`config.mk`:
```
export PLATFORM = sky130hd
export DESIGN_NAME = hdlc_rx_event_status
export DESIGN_NICKNAME = d
export VERILOG_FILES = /design/src/link_rx_pkg.sv /design/src/hdlc_rx_event_status.sv
export SDC_FILE = /design/constraint.sdc
export NUM_CORES = 1
export LEC_CHECK = 0
export BUFFER_PORTS_ARGS = -buffer_cell sky130_fd_sc_hd__buf_2
export CAP_MARGIN = 25
export CORE_MARGIN = 2
export CORE_UTILIZATION = 50
export DETAILED_ROUTE_END_ITERATION = 8
export GPL_TIMING_DRIVEN = 0
export PLACE_DENSITY = 0.76
export SETUP_SLACK_MARGIN = 0.2
export SLEW_MARGIN = 10
export SYNTH_ARGS = -nofsm -noshare
export SYNTH_HDL_FRONTEND = slang
export SYNTH_SLANG_ARGS = --single-unit
export TNS_END_PERCENT = 1
```
`constraint.sdc`:
```
create_clock -name pclk -period 2.29 [get_ports pclk]
set_input_delay 0.1145 -clock pclk [delete_from_list [all_inputs] [get_ports pclk]]
set_output_delay 0.1145 -clock pclk [all_outputs]
set_load 0.01 [all_outputs]
```
`src/link_rx_pkg.sv`:
```
// Package: register map, field positions and reset values for the receive event status block
package link_rx_pkg;

  // ------------------------------------------------------------
  // Register offsets (byte addresses)
  // ------------------------------------------------------------
  localparam logic [7:0] STATUS_OFFSET   = 8'h00;  // Read-clear event status
  localparam logic [7:0] IRQ_EN_OFFSET   = 8'h04;  // Interrupt enable
  localparam logic [7:0] IRQ_CLR_OFFSET  = 8'h08;  // Write-one-to-clear
  localparam logic [7:0] LINK_CTRL_OFFSET = 8'h0c; // Receiver enable, buffer size

  // ------------------------------------------------------------
  // Status and enable fields
  // ------------------------------------------------------------
  localparam int FLAG_BIT  = 0;  // Idle flag seen
  localparam int ABORT_BIT = 1;  // Abort sequence
  localparam int FCS_BIT   = 2;  // Frame check failure
  localparam int EOM_BIT   = 3;  // End of message or buffer full

  localparam logic [3:0] STATUS_RESET  = 4'h0;
  localparam logic [3:0] IRQ_EN_RESET  = 4'h0;
  localparam logic [7:0] FLAG_OCTET    = 8'h7e;
  localparam int         ABORT_ONES    = 7;
  localparam logic [15:0] CRC_INIT     = 16'hffff;
  localparam logic [15:0] CRC_POLY_REV = 16'h8408;
  localparam logic [15:0] CRC_GOOD     = 16'hf0b8;
  localparam logic [7:0] BUF_LIMIT_RESET = 8'h40;  // Octets before buffer-full
  localparam logic       RX_EN_RESET   = 1'b1;

endpackage : link_rx_pkg

```
`src/hdlc_rx_event_status.sv`:
```
// Receive HDLC event detector with read-clear status register on APB
`timescale 1ns/1ps
`default_nettype none

module hdlc_rx_event_status
(
  input  wire logic        pclk,        // 10 MHz clock
  input  wire logic        presetn,     // Async reset, active low
  input  wire logic        psel,        // APB select
  input  wire logic        penable,     // APB access phase
  input  wire logic        pwrite,      // APB direction
  input  wire logic [7:0]  paddr,       // APB byte address
  input  wire logic [31:0] pwdata,      // APB write data
  output logic      [31:0] prdata,      // APB read data
  output logic             pready,      // APB ready
  output logic             pslverr,     // APB error, unmapped address
  input  wire logic        link_bit,    // Incoming data link bit
  input  wire logic        link_bit_en, // Bit strobe, one cycle
  output logic             irq          // Level interrupt
);

  // ------------------------------------------------------------
  // APB decode
  // ------------------------------------------------------------
  logic       acc_setup;
  logic       rd_status;
  logic       addr_ok;
  assign acc_setup = psel && !penable;
  assign addr_ok   = (paddr == link_rx_pkg::STATUS_OFFSET) || (paddr == link_rx_pkg::IRQ_EN_OFFSET) ||
                     (paddr == link_rx_pkg::IRQ_CLR_OFFSET) || (paddr == link_rx_pkg::LINK_CTRL_OFFSET);
  // Read takes effect on the access edge
  assign rd_status = psel && penable && pready && !pwrite && (paddr == link_rx_pkg::STATUS_OFFSET);

  logic       wr_acc;
  assign wr_acc = psel && penable && pready && pwrite;

  // ------------------------------------------------------------
  // Control registers
  // ------------------------------------------------------------
  logic [3:0] irq_en_reg;
  logic       rx_en_reg;
  logic [7:0] buf_limit_reg;

  // Enable and control writes
  always_ff @(posedge pclk or negedge presetn)
  begin
    if (!presetn)
    begin
      irq_en_reg    <= link_rx_pkg::IRQ_EN_RESET;
      rx_en_reg     <= link_rx_pkg::RX_EN_RESET;
      buf_limit_reg <= link_rx_pkg::BUF_LIMIT_RESET;
    end
    else if (wr_acc)
    begin
      if (paddr == link_rx_pkg::IRQ_EN_OFFSET)
        irq_en_reg <= pwdata[3:0];
      if (paddr == link_rx_pkg::LINK_CTRL_OFFSET)
      begin
        rx_en_reg     <= pwdata[0];
        buf_limit_reg <= pwdata[15:8];
      end
    end
  end

  // ------------------------------------------------------------
  // Bit destuffing, flag and abort detection
  // ------------------------------------------------------------
  logic [7:0] shift_reg;
  logic [2:0] ones_reg;
  logic       in_frame_reg;
  logic [2:0] bitcnt_reg;
  logic [7:0] octet_cnt_reg;
  logic [15:0] crc_reg;
  logic [7:0] shift_next;
  logic       flag_hit;
  logic       abort_hit;
  logic       stuffed;
  logic       bit_ok;

  assign bit_ok     = link_bit_en && rx_en_reg;
  assign shift_next = {link_bit, shift_reg[7:1]};  // LSB first
  assign flag_hit   = bit_ok && (shift_next == link_rx_pkg::FLAG_OCTET);
  assign abort_hit  = bit_ok && link_bit && (ones_reg == 3'(link_rx_pkg::ABORT_ONES - 1));
  assign stuffed    = !link_bit && (ones_reg == 3'd5);

  // Run of consecutive ones, saturating at seven
  always_ff @(posedge pclk or negedge presetn)
  begin
    if (!presetn)
      ones_reg <= 3'd0;
    else if (bit_ok)
    begin
      if (!link_bit)
        ones_reg <= 3'd0;
      else if (ones_reg != 3'(link_rx_pkg::ABORT_ONES))
        ones_reg <= ones_reg + 3'd1;
    end
  end

  // Raw shift register for flag matching
  always_ff @(posedge pclk or negedge presetn)
  begin
    if (!presetn)
      shift_reg <= 8'h00;
    else if (bit_ok)
      shift_reg <= shift_next;
  end

  // Frame state, octet count and FCS accumulation
  logic eom_hit;
  logic fcs_hit;
  logic buf_full_hit;
  logic data_bit;
  logic crc_fb;
  logic [15:0] crc_step;
  logic [15:0] crc_oct_reg;
  assign data_bit     = bit_ok && in_frame_reg && !stuffed && !flag_hit && !abort_hit;
  assign crc_fb       = crc_reg[0] ^ link_bit;
  assign crc_step     = (crc_reg >> 1) ^ (crc_fb ? link_rx_pkg::CRC_POLY_REV : 16'h0000);
  // Closing flag after at least one octet ends a message
  assign eom_hit      = flag_hit && in_frame_reg && (octet_cnt_reg != 8'h00);
  // Residue judged at the last octet edge: the closing flag's first seven bits must not count
  assign fcs_hit      = eom_hit && (crc_oct_reg != link_rx_pkg::CRC_GOOD);
  assign buf_full_hit = data_bit && (bitcnt_reg == 3'd7) &&
                        (octet_cnt_reg == buf_limit_reg - 8'h01);

  always_ff @(posedge pclk or negedge presetn)
  begin
    if (!presetn)
    begin
      in_frame_reg  <= 1'b0;
      bitcnt_reg    <= 3'd0;
      octet_cnt_reg <= 8'h00;
      crc_reg       <= link_rx_pkg::CRC_INIT;
      crc_oct_reg   <= link_rx_pkg::CRC_INIT;
    end
    else if (flag_hit)
    begin
      in_frame_reg  <= 1'b1;
      bitcnt_reg    <= 3'd0;
      octet_cnt_reg <= 8'h00;
      crc_reg       <= link_rx_pkg::CRC_INIT;
      crc_oct_reg   <= link_rx_pkg::CRC_INIT;
    end
    else if (abort_hit || buf_full_hit)
    begin
      in_frame_reg  <= 1'b0;
      octet_cnt_reg <= 8'h00;
    end
    else if (data_bit)
    begin
      bitcnt_reg <= bitcnt_reg + 3'd1;
      crc_reg    <= crc_step;
      if (bitcnt_reg == 3'd7)
      begin
        octet_cnt_reg <= octet_cnt_reg + 8'h01;
        crc_oct_reg   <= crc_step;  // Snapshot at each octet edge
      end
    end
  end

  // ------------------------------------------------------------
  // Sticky status, read clears, set wins
  // ------------------------------------------------------------
  logic [3:0] status_reg;
  logic [3:0] status_next;
  logic [3:0] events;
  logic       clr_wr;
  assign clr_wr = wr_acc && (paddr == link_rx_pkg::IRQ_CLR_OFFSET);

  always_comb
  begin
    events = 4'h0;
    events[link_rx_pkg::EOM_BIT]   = eom_hit || buf_full_hit;
    events[link_rx_pkg::FCS_BIT]   = fcs_hit;
    events[link_rx_pkg::ABORT_BIT] = abort_hit;
    events[link_rx_pkg::FLAG_BIT]  = flag_hit;
    status_next = status_reg;
    // Clear only what the read returned, so a bit set at the setup edge survives
    if (rd_status)
      status_next = status_next & ~prdata[3:0];
    if (clr_wr)
      status_next = status_next & ~pwdata[3:0];
    status_next = status_next | events;
  end

  always_ff @(posedge pclk or negedge presetn)
  begin
    if (!presetn)
      status_reg <= link_rx_pkg::STATUS_RESET;
    else
      status_reg <= status_next;
  end

  // Interrupt level from enabled sticky bits
  always_ff @(posedge pclk or negedge presetn)
  begin
    if (!presetn)
      irq <= 1'b0;
    else
      irq <= |(status_next & irq_en_reg);
  end

  // ------------------------------------------------------------
  // APB response: no wait states, registered outputs
  // ------------------------------------------------------------
  always_ff @(posedge pclk or negedge presetn)
  begin
    if (!presetn)
    begin
      pready  <= 1'b0;
      pslverr <= 1'b0;
      prdata  <= 32'h0000_0000;
    end
    else
    begin
      pready  <= acc_setup;
      pslverr <= acc_setup && !addr_ok;
      prdata  <= 32'h0000_0000;
      if (acc_setup && !pwrite)
      begin
        case (paddr)
          link_rx_pkg::STATUS_OFFSET:    prdata <= {28'h0, status_reg};
          link_rx_pkg::IRQ_EN_OFFSET:    prdata <= {28'h0, irq_en_reg};
          link_rx_pkg::LINK_CTRL_OFFSET: prdata <= {16'h0, buf_limit_reg, 7'h0, rx_en_reg};
          default:                       prdata <= 32'h0000_0000;
        endcase
      end
    end
  end
endmodule : hdlc_rx_event_status

`default_nettype wire

```
== Word level (Yosys, flattened, before mapping) ==
Cells that the tools add are included.
Operators by class
  $add $sub $neg: 4
  equal/unequal tests: 12
  muxes and demuxes: 23
  bitwise operators: 8
  reductions and logical operators: 49
Operator list (count)
  two-way mux 16 bit: 9
  one-hot mux 16 bit (3 select lines): 1
  two-way mux 8 bit: 4
  logical AND 1 bit: 23
  equality test 8 x 4 -> 1 bit (second input constant): 2
  inequality test 16 bit (second input constant): 1
  bitwise XOR 15 x 16 -> 16 bit: 1
  two-way mux 3 bit: 5
  AND 4 bit: 3
  AND reduction 2 bit: 5
  equality test 3 bit (second input constant): 3
  adder 8 x 1 -> 8 bit (second input constant): 1
  equality test 8 x 3 -> 1 bit (second input constant): 1
  equality test 8 x 7 -> 1 bit (second input constant): 1
  equality test 8 bit: 1
  zero test 8 bit: 1
  two-way mux 4 bit: 2
  NOT 4 bit: 2
  nonzero test 8 bit: 1
  subtractor 8 x 1 -> 8 bit (second input constant): 1
  zero test 1 bit: 7
  adder 3 x 1 -> 3 bit (second input constant): 2
  nonzero test 2 bit: 3
  nonzero test 3 bit: 2
  9 further kinds: 14
Word-level totals
  register bits after elaboration: 107
  input bits: 47
  output and inout port bits: 35
  word-level logic and storage cells: 111

== Depth between registers and ports, before layout ==
  depth in word-level cells: 12
  depth in mapped cells: 10
  depth with buffers taken out: 8

== Worst setup path after synthesis ==
Ideal clock, no wire load.
  path kind: reg2reg
  start point: register buf_limit_reg[0]
  end point: register crc_reg[1]
  library setup time: 0.075 ns
  arrival time: 2.245 ns
  required time: 2.215 ns
  path slack: -0.030 ns
  stages on the path, launching flop included: 10
  buffers on the path: 3
  period minus slack after synthesis: 2.320 ns
  cell sequence: dfrtp_1 -> or3_1 -> buf_2 -> mux2i_1 -> o22a_1 -> a2111oi_4 -> a21o_1 -> buf_6 -> buf_12 -> mux2i_1
On the way
  longest elaborated chain between the ends: 6
Ends and longest elaborated chain
  start: declaration: RTL line hdlc_rx_event_status.sv:42  | logic [7:0] buf_limit_reg;
  start signal: assignment: RTL line hdlc_rx_event_status.sv:51  | buf_limit_reg <= link_rx_pkg::BUF_LIMIT_RESET;
  start signal: assignment: RTL line hdlc_rx_event_status.sv:60  | buf_limit_reg <= pwdata[15:8];
  subtractor 8 x 1 -> 8 bit: RTL line hdlc_rx_event_status.sv:125  | (octet_cnt_reg == buf_limit_reg - 8'h01);
  equality test 8 bit: RTL line hdlc_rx_event_status.sv:125
  logical AND 1 bit: RTL line hdlc_rx_event_status.sv:124  | assign buf_full_hit = data_bit && (bitcnt_reg == 3'd7) &&
  logical OR 1 bit: RTL line hdlc_rx_event_status.sv:145  | else if (abort_hit || buf_full_hit)
  inequality test 2 bit (no line)
  AND reduction 2 bit (no line)
  end signal: assignment: RTL line hdlc_rx_event_status.sv:134  | crc_reg <= link_rx_pkg::CRC_INIT;
  end signal: assignment: RTL line hdlc_rx_event_status.sv:142  | crc_reg <= link_rx_pkg::CRC_INIT;
  end signal: assignment: RTL line hdlc_rx_event_status.sv:153  | crc_reg <= crc_step;
  end: declaration: RTL line hdlc_rx_event_status.sv:73  | logic [15:0] crc_reg;
Every way passes these cells.
A chain may end at the register's enable or synchronous reset.

== Final worst setup path ==
  start point: register buf_limit_reg[1]
  end point: register crc_reg[12]
The elaborated chain is that of the path after synthesis.

==> reports/metrics.yaml <==
timing:
  clock_skew_ns: 0.00839
  period_minus_slack_ns: 2.42
  holdWs_ns: 0.0158
  rsz0062_at_grt: "yes"
  setup_viol: 34
  hold_viol: 0
  drv_slew: 0
  worst_pin_slew_ns: 0.654
  fmax_mhz: 414
  timing.final.crit_share_pct: 106
  slew_headroom_pct: 56.0
  setup_ws_ns: -0.127
critical_path:
  required_ns: 2.56
  path_class: "reg -> reg"
  start_kind: "flop"
  cp-end-kind: "flop"
  crit_fanout: 9
  cp.arrival_ns: 2.69
global_route:
  grt_pass1_wl_mm: 14.4
  grt_overflow_total: 0
  met2_usage_pct: 29.9
  grt_max_degree: 69
  grt_pass1_vias: 3017
  busiest_layer: "met2"
  grt_use_total_pct: 18.6
  met3_usage_pct: 3.76
  antenna_found_initial: 0
  grt_use_met1_pct: 25.6
placed_design:
  port_buffers: 39
  dp_hpwl_mm: 5.85
  place.gp.congestion: 0.837
  dpl.cell_count: 558
pwr:
  switching_power_uw: 649
  p_clk_share_pct: 41.0
  seqPwrFrac_pct: 53.4
  p_int_mw: 2.22
  p_leak_nw: 2.66
  pwr-share-comb_pct: 5.6
  finalPower_mw: 2.87
  switching_share_pct: 22.6
  ir_worst_vdd_uv: 352
  power-per-cell-area_mw_per_mm2: 542
logic_synthesis:
  synth_area_sq_mm: 0.00429
  ys.flop_type: "dfrtp_1"
  ys_types: 53
  async_flop_share_pct: 100
  yosysSeqAreaShare_pct: 51.1
  ys_ff_latch: 86
  synth_edf_count: 0
  synth_area_per_cell_sq_um: 10.9
  syn_inst: 393
  synth_warnings: 0
cts:
  cts_max_level: 3
  insertion_delay_ns: 0.35
  cts_sinks: 86
  cts.path.max_buffers: 2
  cts_tree: "built"
  numCtsBuffers: 9
  cts_root_buffer: "clkbuf_8"
  clk_pin_slew_ns: 0.09
die:
  die_h_um: 96.7
  io_pins: 82
  rows: 33
  dieArea_sq_mm: 0.00935
  initial_core_util_pct: 52.0
  core-area_sq_mm: 0.00826
  die_x_um: 96.7
finish:
  fin_nets: 543
  insertedDiodeCount: 0
  fillers: 652
  utilization_pct: 64.1
  area_delta_synth_final_pct: 23.3
  final_layout_size_suffix_gt1_share_pct: 34.6
  layoutNonFillerInstCount: 597
run:
  cap_violations: 0
detailed_routing:
  first_pass_iters: 4
  wl_per_cell_um: 14.6
  via_count: 3119
  routed_via_density: 5.22
  drtIter0Drc: 196
  ant_nets: 0
  drc: 0
  wirelength_mm: 8.75
run_status:
  failed_checks: "negative setup slack"
  outcome: "complete, but fails checks"
worst_hold_path:
  hold_class: "in -> reg"
-- area by class of cell --
cell class	count	area, sq um	share of cell area, %
sequential	86	2200	41.5
multi-input combinational	274	1930	36.5
timing repair buffer	64	473	8.94
buffer	35	279	5.27
tap	105	131	2.48
clock buffer	9	124	2.34
clock inverter	7	96.3	1.82
inverter	17	63.8	1.21
-- power groups by stage --
stage                     Combinational, mW  Clock, mW  Sequential [mW]
after floorplan                      0.0748          0             1.56
after global placement                0.136          0             1.56
after detailed placement              0.146          0             1.56
after CTS                             0.159       1.19             1.53
after global routing                  0.180       1.26             1.53
final                                 0.160       1.18             1.53
-- repair_timing --
item	CTS	global route
buffers inserted	2	10
gates resized for setup	7	18
gates cloned	0	2
pin swaps	3	13
hold buffers	9	0
hold endpoints to repair	78	0
endpoints found under the setup margin	46	46
-- routing by layer --
layer / wire length, um / vias to the layer above / share of wire [%]
met3: 329 / 9 / 3.8
li1: - / 1491 / -
met1: 3850 / 1540 / 44
met4: 112 / 0 / 1.3
met2: 4450 / 79 / 51
met5: 0 / - / 0
-- synthesized netlist by cell type (2+ instances only) --
cell / instances / area, sq um
nor2_1: 58 / 218
dfrtp_1: 52 / 1300
mux2i_1: 40 / 400
dfstp_2: 34 / 893
nand2_1: 24 / 90.1
buf_4: 20 / 150
inv_1: 17 / 63.8
mux2_2: 16 / 180
nor3_1: 15 / 75.1
xnor2_1: 15 / 131
ha_1: 9 / 113
clkbuf_1: 8 / 30.0
and2_1: 7 / 43.8
o21ai_0: 7 / 35.0
nand2b_1: 6 / 37.5
a21oi_1: 4 / 20.0
nand3_1: 4 / 20.0
nand4_1: 4 / 25.0
a21o_1: 3 / 22.5
a31o_2: 3 / 26.3
a31oi_1: 3 / 18.8
buf_6: 3 / 33.8
xor2_1: 3 / 26.3
and4_1: 2 / 17.5
and4b_1: 2 / 20.0
nand3b_1: 2 / 15.0
nand4b_1: 2 / 17.5
nor4_1: 2 / 12.5
nor4b_1: 2 / 17.5
o22ai_1: 2 / 12.5
or3_1: 2 / 12.5
-- metrics by stage --
stage	instance area, sq um	setup WS, ns	setup TNS (ns)
after floorplan	4370	0.0447	0
after global placement	4690	-0.252	-4.10
after detailed placement	4730	-0.179	-3.55
after CTS	5080	-0.182	-3.08
after global routing	5290	-0.218	-6.87
final	5290	-0.127	-3.25
-- layout by cell type, fill, tap and decap left out, types with 3 or more instances in the layout --
| cell | synthesis | layout |
|---|---|---|
| nor2_2 | 0 | 5 |
| nor2_1 | 58 | 53 |
| nand2_1 | 24 | 24 |
| nor3_2 | 1 | 3 |
| and2_1 | 7 | 7 |
| clkbuf_1 | 8 | 7 |
| a31o_2 | 3 | 3 |
| ha_1 | 9 | 9 |
| clkbuf_8 | 0 | 9 |
| inv_1 | 17 | 17 |
| buf_4 | 20 | 32 |
| xnor2_1 | 15 | 15 |
| buf_6 | 3 | 3 |
| conb_1 | 1 | 20 |
| buf_12 | 1 | 4 |
| a31oi_1 | 3 | 3 |
| mux2i_1 | 40 | 39 |
| nand4_1 | 4 | 4 |
| dfrtp_1 | 52 | 51 |
| mux2_2 | 16 | 16 |
| nand3_1 | 4 | 4 |
| buf_2 | 1 | 39 |
| xor2_1 | 3 | 3 |
| nor3_1 | 15 | 13 |
| a21oi_1 | 4 | 4 |
| dlygate4sd3_1 | 0 | 9 |
| dfstp_2 | 34 | 34 |
| a21o_1 | 3 | 3 |
| nand2b_1 | 6 | 5 |
| o21ai_0 | 7 | 6 |
-- critical path: stages, from the launching register on --
cell,delay (ns)
dfrtp_1,0.39
or3_1,0.38
buf_6,0.14
mux2i_1,0.11
o22a_1,0.24
a2111oi_4,0.40
a21o_1,0.19
buf_6,0.13
buf_12,0.14
mux2i_1,0.20
-- logic make-up after synthesis --
group | count (synthesis) | share of synthesized area [%]
adder cells (fa/ha/maj) | 9 | 2.62
AO/OA/AOI/OAI | 31 | 5.39
buffers and inverters | 52 | 7.49
multiplexers | 56 | 13.5
AND/OR/NAND/NOR | 140 | 16.1
XOR/XNOR | 18 | 3.67
flip-flops | 86 | 51.1
other | 1 | 0.0873
-- final timing paths --
check,cells after the start,start,slack [ns],to
worst max-delay path,9,buf_limit_reg[1],-0.13,crc_reg[12]
max in group asynchronous,3,presetn,1.47,crc_oct_reg[4]
worst min register to register,1,shift_reg[1],0.51,shift_reg[1]
min in group asynchronous,2,presetn,0.42,crc_oct_reg[2]
worst max register to register,9,buf_limit_reg[1],-0.13,crc_reg[12]
worst min-delay path,3,psel,0.02,pready
Power figures use the tool's default switching activity.
